**config.mk**
```make
export PLATFORM = sky130hd
export DESIGN_NAME = liu_register_bank
export DESIGN_NICKNAME = d
export VERILOG_FILES = /design/src/liu_pkg.sv /design/src/liu_template_table.sv /design/src/liu_register_bank.sv
export SDC_FILE = /design/constraint.sdc
export NUM_CORES = 1
export LEC_CHECK = 0
export BUFFER_PORTS_ARGS = -buffer_cell sky130_fd_sc_hd__buf_2
export CAP_MARGIN = 0
export CORE_ASPECT_RATIO = 1.2
export CORE_MARGIN = 2
export CORE_UTILIZATION = 45
export DETAILED_ROUTE_END_ITERATION = 8
export GPL_TIMING_DRIVEN = 0
export HOLD_SLACK_MARGIN = 0.12
export PLACE_DENSITY = 0.75
export SETUP_SLACK_MARGIN = 0.02
export SLEW_MARGIN = 10
export SYNTH_ARGS = -nofsm -noshare
export SYNTH_HDL_FRONTEND = slang
export SYNTH_SLANG_ARGS = --single-unit
```
**constraint.sdc**
```tcl
create_clock -name ref_clk_i -period 4.78 [get_ports ref_clk_i]
set_clock_uncertainty 0.1 [all_clocks]
set_input_delay 0.956 -clock ref_clk_i [delete_from_list [all_inputs] [get_ports ref_clk_i]]
set_output_delay 0.956 -clock ref_clk_i [all_outputs]
set_load 0.05 [all_outputs]
```
**src/liu_pkg.sv**
```systemverilog
// Constants, field layouts and shared types for the line interface
// register bank. Assumes one 100 MHz clock and a host front end that
// delivers one decoded access per strobe.
package liu_pkg;

  //////////////////////////////////////////////////////////////////////
  // Widths
  localparam int LIU_ADDR_W = 5;
  localparam int LIU_DATA_W = 8;
  localparam int LIU_TPL_DEPTH = 8;
  localparam int LIU_TPL_IDX_W = 3;

  //////////////////////////////////////////////////////////////////////
  // Primary bank offsets
  localparam logic [4:0] OFS_DEVICE_CODE = 5'h00;
  localparam logic [4:0] OFS_ANALOG_LB = 5'h01;
  localparam logic [4:0] OFS_REMOTE_LB = 5'h02;
  localparam logic [4:0] OFS_ALL_ONES = 5'h03;
  localparam logic [4:0] OFS_SA_STATUS = 5'h04;
  localparam logic [4:0] OFS_DF_STATUS = 5'h05;
  localparam logic [4:0] OFS_SA_MASK = 5'h06;
  localparam logic [4:0] OFS_DF_MASK = 5'h07;
  localparam logic [4:0] OFS_SA_FLAG = 5'h08;
  localparam logic [4:0] OFS_DF_FLAG = 5'h09;
  localparam logic [4:0] OFS_SOFT_RESET = 5'h0a;
  localparam logic [4:0] OFS_MONITOR_SEL = 5'h0b;
  localparam logic [4:0] OFS_DIGITAL_LB = 5'h0c;
  localparam logic [4:0] OFS_DETECT_CRIT = 5'h0d;
  localparam logic [4:0] OFS_AUTO_ONES = 5'h0e;
  localparam logic [4:0] OFS_GLOBAL = 5'h0f;
  localparam logic [4:0] OFS_TPL_INDEX = 5'h10;
  localparam logic [4:0] OFS_TPL_DATA = 5'h11;
  localparam logic [4:0] OFS_OUT_EN = 5'h12;
  localparam logic [4:0] OFS_AS_STATUS = 5'h13;
  localparam logic [4:0] OFS_AS_MASK = 5'h14;
  localparam logic [4:0] OFS_AS_FLAG = 5'h15;
  localparam logic [4:0] OFS_RSVD_FIRST = 5'h16;
  localparam logic [4:0] OFS_RSVD_LAST = 5'h1e;
  localparam logic [4:0] OFS_BANK_PTR = 5'h1f;

  //////////////////////////////////////////////////////////////////////
  // Values and reset values
  localparam logic [7:0] BANK_EXPANDED = 8'haa;
  localparam logic [7:0] BANK_PTR_RESET = 8'h00;
  localparam logic [7:0] CFG_RESET = 8'h00;
  localparam logic [7:0] MASK_RESET = 8'h00;
  localparam logic [7:0] FLAG_RESET = 8'h00;
  localparam logic [7:0] TPL_RESET = 8'h00;
  localparam logic [7:0] READ_ZERO = 8'h00;

  //////////////////////////////////////////////////////////////////////
  // Carriers
  typedef struct packed {
    logic wr;
    logic [4:0] addr;
    logic [7:0] wdata;
  } liu_host_req_t;

  typedef struct packed {
    logic [7:0] signal_absent;
    logic [7:0] driver_fault;
    logic [7:0] alarm_signal;
  } liu_line_stat_t;

  typedef struct packed {
    logic [7:0] analog_lb;
    logic [7:0] remote_lb;
    logic [7:0] all_ones;
    logic [7:0] monitor_sel;
    logic [7:0] digital_lb;
    logic [7:0] detect_crit;
    logic [7:0] auto_ones;
    logic [7:0] global_cfg;
    logic [7:0] out_en;
  } liu_line_cfg_t;

  // Sticky flag update: a status edge under mask sets, a status read
  // clears, and a set in the clearing cycle wins
  function automatic logic [7:0] liu_flag_next(input logic [7:0] flag,
                                               input logic [7:0] set,
                                               input logic clr);
    liu_flag_next = (clr ? FLAG_RESET : flag) | set;
  endfunction

endpackage

```
**src/liu_template_table.sv**
```systemverilog
// Transmit template table reached through the index/data pair.
// Assumes the caller qualifies writes and resets with the bank decode.
`timescale 1ns/1ps
module liu_template_table
  import liu_pkg::*;
(
  input wire logic ref_clk_i,
  input wire logic clear_i,
  input wire logic wr_i,
  input wire logic [LIU_TPL_IDX_W-1:0] idx_i,
  input wire logic [7:0] wdata_i,
  output logic [7:0] rdata_o,
  output logic [LIU_TPL_DEPTH*8-1:0] entries_o
);

  logic [7:0] tpl_ff [LIU_TPL_DEPTH];

  ////////////////////////////////////////////////////////////////////////
  // Entry storage, cleared by hard or soft reset
  always_ff @(posedge ref_clk_i) begin
    if (clear_i) begin
      for (int i = 0; i < LIU_TPL_DEPTH; i++) begin
        tpl_ff[i] <= TPL_RESET;
      end
    end else if (wr_i) begin
      tpl_ff[idx_i] <= wdata_i;
    end
  end

  // Selected entry for the data register read
  assign rdata_o = tpl_ff[idx_i];

  // Flattened view for the line side
  always_comb begin
    entries_o = '0;
    for (int i = 0; i < LIU_TPL_DEPTH; i++) begin
      entries_o[i*8 +: 8] = tpl_ff[i];
    end
  end

endmodule

```
**src/liu_register_bank.sv**
```systemverilog
// Primary/expanded register bank decoder for the octal line interface.
// Assumes a host front end (parallel or serial) on the same clock that
// presents one access per acc_i pulse with a five-bit address.
`timescale 1ns/1ps
module liu_register_bank
  import liu_pkg::*;
#(
  parameter logic [7:0] DEVICE_CODE = 8'h5a // Arbitrary value
)
(
  input wire logic ref_clk_i,
  input wire logic srst_i,
  input wire logic acc_i,
  input wire liu_host_req_t req_i,
  output logic rd_valid_o,
  output logic [7:0] rdata_o,
  output logic exp_acc_o,
  input wire logic [7:0] exp_rdata_i,
  input wire liu_line_stat_t line_stat_i,
  output liu_line_cfg_t line_cfg_o,
  output logic [LIU_TPL_DEPTH*8-1:0] tpl_entries_o,
  output logic soft_reset_o,
  output logic bank_expanded_o
);

  ////////////////////////////////////////////////////////////////////////
  // Declarations
  logic [7:0] bank_ptr_ff;
  logic expanded;
  logic pri_acc;
  logic pri_wr;
  logic pri_rd;
  logic soft_hit;
  logic clear_all;
  liu_line_cfg_t cfg_ff;
  logic [7:0] sa_mask_ff;
  logic [7:0] df_mask_ff;
  logic [7:0] as_mask_ff;
  logic [7:0] sa_flag_ff;
  logic [7:0] df_flag_ff;
  logic [7:0] as_flag_ff;
  liu_line_stat_t stat_prev_ff;
  logic [7:0] sa_set;
  logic [7:0] df_set;
  logic [7:0] as_set;
  logic [7:0] tpl_index_ff;
  logic [7:0] tpl_rdata;
  logic [7:0] nxt_rdata;
  logic [7:0] rdata_ff;
  logic rd_valid_ff;
  logic soft_reset_ff;

  ////////////////////////////////////////////////////////////////////////
  // Bank decode; the pointer itself stays reachable from either bank
  assign expanded = (bank_ptr_ff == BANK_EXPANDED);
  assign exp_acc_o = acc_i && expanded && (req_i.addr != OFS_BANK_PTR);
  assign pri_acc = acc_i && !exp_acc_o;
  assign pri_wr = pri_acc && req_i.wr;
  assign pri_rd = pri_acc && !req_i.wr;
  assign soft_hit = pri_wr && (req_i.addr == OFS_SOFT_RESET);
  assign clear_all = srst_i || soft_hit;
  assign bank_expanded_o = expanded;

  // Bank pointer register
  always_ff @(posedge ref_clk_i) begin
    if (srst_i) begin
      bank_ptr_ff <= BANK_PTR_RESET;
    end else if (acc_i && req_i.wr && req_i.addr == OFS_BANK_PTR) begin
      bank_ptr_ff <= req_i.wdata;
    end
  end

  ////////////////////////////////////////////////////////////////////////
  // Line configuration registers; reserved and read-only offsets fall
  // through the case untouched
  always_ff @(posedge ref_clk_i) begin
    if (clear_all) begin
      cfg_ff <= '{default: CFG_RESET};
    end else if (pri_wr) begin
      case (req_i.addr)
        OFS_ANALOG_LB: cfg_ff.analog_lb <= req_i.wdata;
        OFS_REMOTE_LB: cfg_ff.remote_lb <= req_i.wdata;
        OFS_ALL_ONES: cfg_ff.all_ones <= req_i.wdata;
        OFS_MONITOR_SEL: cfg_ff.monitor_sel <= req_i.wdata;
        OFS_DIGITAL_LB: cfg_ff.digital_lb <= req_i.wdata;
        OFS_DETECT_CRIT: cfg_ff.detect_crit <= req_i.wdata;
        OFS_AUTO_ONES: cfg_ff.auto_ones <= req_i.wdata;
        OFS_GLOBAL: cfg_ff.global_cfg <= req_i.wdata;
        OFS_OUT_EN: cfg_ff.out_en <= req_i.wdata;
        default: ;
      endcase
    end
  end

  assign line_cfg_o = cfg_ff;

  // Interrupt mask registers
  always_ff @(posedge ref_clk_i) begin
    if (clear_all) begin
      sa_mask_ff <= MASK_RESET;
      df_mask_ff <= MASK_RESET;
      as_mask_ff <= MASK_RESET;
    end else if (pri_wr) begin
      if (req_i.addr == OFS_SA_MASK) sa_mask_ff <= req_i.wdata;
      if (req_i.addr == OFS_DF_MASK) df_mask_ff <= req_i.wdata;
      if (req_i.addr == OFS_AS_MASK) as_mask_ff <= req_i.wdata;
    end
  end

  ////////////////////////////////////////////////////////////////////////
  // Status edge detection; each transition under mask raises a flag
  always_ff @(posedge ref_clk_i) begin
    if (srst_i) begin
      stat_prev_ff <= '0;
    end else begin
      stat_prev_ff <= line_stat_i;
    end
  end

  assign sa_set = sa_mask_ff &
                  (line_stat_i.signal_absent ^ stat_prev_ff.signal_absent);
  assign df_set = df_mask_ff &
                  (line_stat_i.driver_fault ^ stat_prev_ff.driver_fault);
  assign as_set = as_mask_ff &
                  (line_stat_i.alarm_signal ^ stat_prev_ff.alarm_signal);

  // Sticky flags, cleared by reading the matching status register
  always_ff @(posedge ref_clk_i) begin
    if (clear_all) begin
      sa_flag_ff <= FLAG_RESET;
      df_flag_ff <= FLAG_RESET;
      as_flag_ff <= FLAG_RESET;
    end else begin
      sa_flag_ff <= liu_flag_next(sa_flag_ff, sa_set,
                      pri_rd && req_i.addr == OFS_SA_STATUS);
      df_flag_ff <= liu_flag_next(df_flag_ff, df_set,
                      pri_rd && req_i.addr == OFS_DF_STATUS);
      as_flag_ff <= liu_flag_next(as_flag_ff, as_set,
                      pri_rd && req_i.addr == OFS_AS_STATUS);
    end
  end

  ////////////////////////////////////////////////////////////////////////
  // Template index and table
  always_ff @(posedge ref_clk_i) begin
    if (clear_all) begin
      tpl_index_ff <= TPL_RESET;
    end else if (pri_wr && req_i.addr == OFS_TPL_INDEX) begin
      tpl_index_ff <= req_i.wdata;
    end
  end

  liu_template_table u_tpl (
    .ref_clk_i(ref_clk_i),
    .clear_i(clear_all),
    .wr_i(pri_wr && req_i.addr == OFS_TPL_DATA),
    .idx_i(tpl_index_ff[LIU_TPL_IDX_W-1:0]),
    .wdata_i(req_i.wdata),
    .rdata_o(tpl_rdata),
    .entries_o(tpl_entries_o)
  );

  ////////////////////////////////////////////////////////////////////////
  // Read multiplexer
  always_comb begin
    nxt_rdata = READ_ZERO;
    if (exp_acc_o) begin
      nxt_rdata = exp_rdata_i;
    end else begin
      unique case (req_i.addr)
        OFS_DEVICE_CODE: nxt_rdata = DEVICE_CODE;
        OFS_ANALOG_LB: nxt_rdata = cfg_ff.analog_lb;
        OFS_REMOTE_LB: nxt_rdata = cfg_ff.remote_lb;
        OFS_ALL_ONES: nxt_rdata = cfg_ff.all_ones;
        OFS_SA_STATUS: nxt_rdata = line_stat_i.signal_absent;
        OFS_DF_STATUS: nxt_rdata = line_stat_i.driver_fault;
        OFS_SA_MASK: nxt_rdata = sa_mask_ff;
        OFS_DF_MASK: nxt_rdata = df_mask_ff;
        OFS_SA_FLAG: nxt_rdata = sa_flag_ff;
        OFS_DF_FLAG: nxt_rdata = df_flag_ff;
        OFS_SOFT_RESET: nxt_rdata = READ_ZERO; // Write-only
        OFS_MONITOR_SEL: nxt_rdata = cfg_ff.monitor_sel;
        OFS_DIGITAL_LB: nxt_rdata = cfg_ff.digital_lb;
        OFS_DETECT_CRIT: nxt_rdata = cfg_ff.detect_crit;
        OFS_AUTO_ONES: nxt_rdata = cfg_ff.auto_ones;
        OFS_GLOBAL: nxt_rdata = cfg_ff.global_cfg;
        OFS_TPL_INDEX: nxt_rdata = tpl_index_ff;
        OFS_TPL_DATA: nxt_rdata = tpl_rdata;
        OFS_OUT_EN: nxt_rdata = cfg_ff.out_en;
        OFS_AS_STATUS: nxt_rdata = line_stat_i.alarm_signal;
        OFS_AS_MASK: nxt_rdata = as_mask_ff;
        OFS_AS_FLAG: nxt_rdata = as_flag_ff;
        OFS_BANK_PTR: nxt_rdata = bank_ptr_ff;
        default: nxt_rdata = READ_ZERO;
      endcase
    end
  end

  // Registered read answer, one cycle after the strobe
  always_ff @(posedge ref_clk_i) begin
    if (srst_i) begin
      rd_valid_ff <= 1'b0;
      rdata_ff <= READ_ZERO;
    end else begin
      rd_valid_ff <= acc_i && !req_i.wr;
      if (acc_i && !req_i.wr) rdata_ff <= nxt_rdata;
    end
  end

  assign rd_valid_o = rd_valid_ff;
  assign rdata_o = rdata_ff;

  // Soft reset pulse toward the line logic
  always_ff @(posedge ref_clk_i) begin
    if (srst_i) begin
      soft_reset_ff <= 1'b0;
    end else begin
      soft_reset_ff <= soft_hit;
    end
  end

  assign soft_reset_o = soft_reset_ff;

  ////////////////////////////////////////////////////////////////////////
  // Assertions
  AST_PTR_WRITE: assert property (@(posedge ref_clk_i)
    disable iff (srst_i)
    acc_i && req_i.wr && req_i.addr == OFS_BANK_PTR
    |=> bank_ptr_ff == $past(req_i.wdata))
    else $error("bank pointer did not take written value");

  AST_BANK_EXP: assert property (@(posedge ref_clk_i)
    disable iff (srst_i)
    acc_i && bank_ptr_ff == BANK_EXPANDED && req_i.addr != OFS_BANK_PTR
    |-> exp_acc_o ##1 (rd_valid_o == !$past(req_i.wr)))
    else $error("expanded access not routed");

  AST_BANK_PRI: assert property (@(posedge ref_clk_i)
    disable iff (srst_i)
    bank_ptr_ff == BANK_PTR_RESET |-> !exp_acc_o)
    else $error("primary bank access leaked to expanded bank");

  AST_RSVD_ZERO: assert property (@(posedge ref_clk_i)
    disable iff (srst_i)
    pri_rd && req_i.addr >= OFS_RSVD_FIRST && req_i.addr <= OFS_RSVD_LAST
    |=> rd_valid_o && rdata_o == READ_ZERO)
    else $error("reserved offset read not zero");

  AST_RSVD_WR: assert property (@(posedge ref_clk_i)
    disable iff (srst_i)
    pri_wr && req_i.addr >= OFS_RSVD_FIRST && req_i.addr <= OFS_RSVD_LAST
    |=> $stable(cfg_ff) && $stable(tpl_index_ff))
    else $error("reserved offset write changed state");

  AST_STATUS_RD: assert property (@(posedge ref_clk_i)
    disable iff (srst_i)
    pri_rd && req_i.addr == OFS_DF_STATUS
    |=> rdata_o == $past(line_stat_i.driver_fault))
    else $error("status read does not show line state");

  AST_MASK_RW: assert property (@(posedge ref_clk_i)
    disable iff (srst_i)
    pri_wr && req_i.addr == OFS_AS_MASK
    ##1 pri_rd && req_i.addr == OFS_AS_MASK
    |=> rdata_o == $past(req_i.wdata, 2))
    else $error("mask register read back mismatch");

  AST_FLAG_SET: assert property (@(posedge ref_clk_i)
    disable iff (srst_i)
    sa_set != 8'h00 && !soft_hit
    |=> (sa_flag_ff & $past(sa_set)) == $past(sa_set))
    else $error("masked status change did not raise flag");

  AST_FLAG_CLR: assert property (@(posedge ref_clk_i)
    disable iff (srst_i)
    pri_rd && req_i.addr == OFS_SA_STATUS && sa_set == 8'h00
    |=> sa_flag_ff == FLAG_RESET)
    else $error("status read did not clear flag");

  AST_TPL_RW: assert property (@(posedge ref_clk_i)
    disable iff (srst_i)
    pri_wr && req_i.addr == OFS_TPL_DATA
    ##1 pri_rd && req_i.addr == OFS_TPL_DATA
    |=> rdata_o == $past(req_i.wdata, 2))
    else $error("template entry read back mismatch");

  AST_EXP_WR: assert property (@(posedge ref_clk_i)
    disable iff (srst_i)
    exp_acc_o && req_i.wr
    |=> $stable(cfg_ff) && $stable(tpl_index_ff) && $stable(as_mask_ff))
    else $error("expanded write changed a primary register");

  AST_IDX_WR: assert property (@(posedge ref_clk_i)
    disable iff (srst_i)
    pri_wr && req_i.addr == OFS_TPL_INDEX
    |=> tpl_index_ff == $past(req_i.wdata))
    else $error("template index did not take written value");

  AST_FLAG_RO: assert property (@(posedge ref_clk_i)
    disable iff (srst_i)
    pri_wr && req_i.addr == OFS_DF_FLAG && df_set == 8'h00
    |=> $stable(df_flag_ff))
    else $error("write changed a read-only flag register");

  AST_AS_CLR: assert property (@(posedge ref_clk_i)
    disable iff (srst_i)
    pri_rd && req_i.addr == OFS_AS_STATUS && as_set == 8'h00
    |=> as_flag_ff == FLAG_RESET)
    else $error("alarm status read did not clear its flag");

endmodule

```
==> impl_metrics.env <==
export IMPL_max_freq_mhz=271
export IMPL_synthFlopType="dfxtp_1"
export IMPL_post_cts_setup_buffer_count=0
export IMPL_numPortBuffers=194
export IMPL_multi_input_area_mm2=0.00510
export IMPL_routed_wl_um=44900
export IMPL_synth_top_area_share_pct=32.0
export IMPL_p_per_area_mw_per_mm2=341
export IMPL_drc=0
export IMPL_die_h_um=174
export IMPL_irDropWorstVdd_mv=0.256
export IMPL_antenna_found_initial=0
export IMPL_nFillCells=2199
export IMPL_synth_area_leader_cell="dfxtp_1"
export IMPL_grt_max_degree=15
export IMPL_grt_pass1_wl_um=63900
export IMPL_firstDrtPassIters=5
export IMPL_finalWeightedCongestion=1.01
export IMPL_period_minus_slack_ns=3.69
export IMPL_drv_cap=0
export IMPL_grt_ovfl_total=0
export IMPL_post_dp_hpwl_um=33900
export IMPL_setup_viol=0
export IMPL_layout_drive_gt1_share_pct=25.6
export IMPL_cts_resized=0
export IMPL_crit_arrival_ns=2.63
export IMPL_grt_usage_pct=34.4
export IMPL_rsz0062_at_grt="false"
export IMPL_rows=62
export IMPL_layout_nets=1286
export IMPL_async_flop_share_pct=0
export IMPL_fin_setup_tns_ns=0
export IMPL_slowest_delay_ns=0.82
export IMPL_h_tree_depth=1
export IMPL_die_area_mm2=0.0253
export IMPL_cp_slowest_cell="a2111oi_4"
export IMPL_num_antenna_cells=0
export IMPL_total_power_w=0.00443
export IMPL_synth_seq_area_share_pct=49.7
export IMPL_synth_enable_flop_cells=64
export IMPL_start_util_pct=45.5
export IMPL_viasPerCell=6.05
export IMPL_ff_latch_area_mm2=0.00539
export IMPL_slew_violations=0
export IMPL_yosysWarnings=0
export IMPL_setup_ws_ns=1.09
export IMPL_ys_ff_latch=237
export IMPL_grt_pass1_vias=9259
export IMPL_core_area_mm2=0.0238
export IMPL_crit_path_start_kind="input pin"
export IMPL_clock_latency_ns=0.52
export IMPL_hold_buffers=0
export IMPL_crit_top_cell="buf_2"
export IMPL_routed_wire_length_per_instance_um=28.6
export IMPL_area_growth_pct=19.9
export IMPL_root_buffer="clkbuf_16"
export IMPL_io_pins=197
export IMPL_p_leak_nw=5.12
export IMPL_holdPathStages=2
export IMPL_ff2ff_path_depth=7
export IMPL_ant_nets=0
export IMPL_num_vias=9521
export IMPL_synth_cell_type_count=64
export IMPL_clk_path_buf_depth=3
export IMPL_synthCells=1017
export IMPL_maxSlewHeadroom_pct=8.95
export IMPL_finalCritPeriodShare_pct=77.1
export IMPL_ys_top_cells_by_area="dfxtp_1, edfxtp_1, mux2i_1"
export IMPL_cts_inserted_buffers=24
export IMPL_pre_cts_ws_ns=0.827
export IMPL_critPathCaptureType="output port"
export IMPL_cts_tree="done"
export IMPL_hold_class="reg2reg"
export IMPL_syn_cell_area_mm2=0.0108
export IMPL_avgSynthCellArea_um2=10.6
export IMPL_hold_viol_final=0
export IMPL_crit_type="in2out"
export IMPL_path_cells="buf_2, and2_2, a2111oi_4, buf_2"
export IMPL_worst_pin_slew_ns=1.36
export IMPL_cts_sinks=237
export IMPL_clkTransAtPathRegs_ns=0.07
export IMPL_crit_fanout=10
export IMPL_detail_route_iter0_violations=930
export IMPL_cp_required_ns=3.72
export IMPL_die_w_um=146
export IMPL_outcome="completed"
export IMPL_synthesis_nets=1066
cells by family after synthesis:
kind of cell | share of synthesized area (%)
mux | 15.7
compound gates | 9.11
flops | 49.7
simple gates | 20.3
buf+inv | 3.17
xor+xnor | 1.94
final cells by class:
| class | count | area share, % |
|---|---|---|
| Clock buffer | 37 | 5.65 |
| Buffer | 70 | 2.53 |
| Inverter | 4 | 0.116 |
| Tap cell | 320 | 3.09 |
| Multi-Input combinational cell | 706 | 39.3 |
| Clock inverter | 6 | 0.318 |
| Sequential cell | 237 | 41.5 |
| Timing Repair Buffer | 194 | 7.48 |
metrics by stage:
step	util (%)	instance area [um^2]	std cells	hold slack (ns)
finish	54.5	13000	1574	0.411
global route	54.5	13000	1574	0.431
CTS	54.5	13000	1574	0.412
detailed placement	51.2	12200	1531	0.394
global placement	51.2	12200	1531	0.388
floorplan	-	10800	1017	0.361
critical path: cells and delay by family:
kind / cells / cell delay, ns
AOI/OAI and AO/OA: 1 / 0.82
buffers and inverters: 2 / 0.58
and+or+nand+nor: 1 / 0.27
Yosys cell counts (15+ instances only):
cell	instances
nor2_1	175
dfxtp_1	173
mux2i_1	133
and2_1	67
edfxtp_1	64
a22oi_1	52
buf_2	31
clkbuf_1	31
nor2b_1	29
xor2_1	24
nand3_1	21
nand2_1	20
mux4_2	15
registers in the layout, summed over array words and instances, names as in the netlist, named ones only:
signal        cells
soft_reset_o      1
u_tpl.tpl_ff     64
sa_mask_ff        8
df_flag_ff        8
rdata_o           8
df_mask_ff        8
rd_valid_o        1
as_mask_ff        8
tpl_index_ff      8
line_cfg_o       72
as_flag_ff        8
bank_ptr_ff       8
stat_prev_ff     24
sa_flag_ff        8
path summary, 6_finish.rpt:
path	startpoint	to	slack, ns
max	req_i[12]	exp_acc_o	1.09
min	rdata_o[5]	rdata_o[5]	0.41
max reg2reg	flop	rdata_o[2]	1.69
min reg2reg	rdata_o[5]	rdata_o[5]	0.41
cell usage in the layout (no fill, tap or decap), drive strengths merged, types with 8 or more instances in the layout:
cell	n
nand3b	8
nor3	23
mux2i	133
and3	10
nor2b	29
buf	233
a32oi	12
nand2	20
nor2	178
clkbuf	68
a22oi	52
or2	9
mux4	15
dfxtp	173
edfxtp	64
nand3	23
nand4	8
a221oi	9
and2	68
xor2	24
o21ai	12
report_power, final:
group	internal (W)	leakage [nW]	switching, W	total (W)
clock	0.00106	0.381	0.000809	0.00187
sequential	0.00210	2.07	0.0000239	0.00212
combinational	0.000104	2.68	0.000334	0.000438
layer usage:
metal	vias to the layer above	share of wire (%)	track usage, %
li1	4121	-	-
met1	4714	38	42.5
met2	553	48	57.5
met3	133	7.8	5.56
met4	0	6.4	19.5
met5	-	0	0
Power figures use the tool's default switching activity.
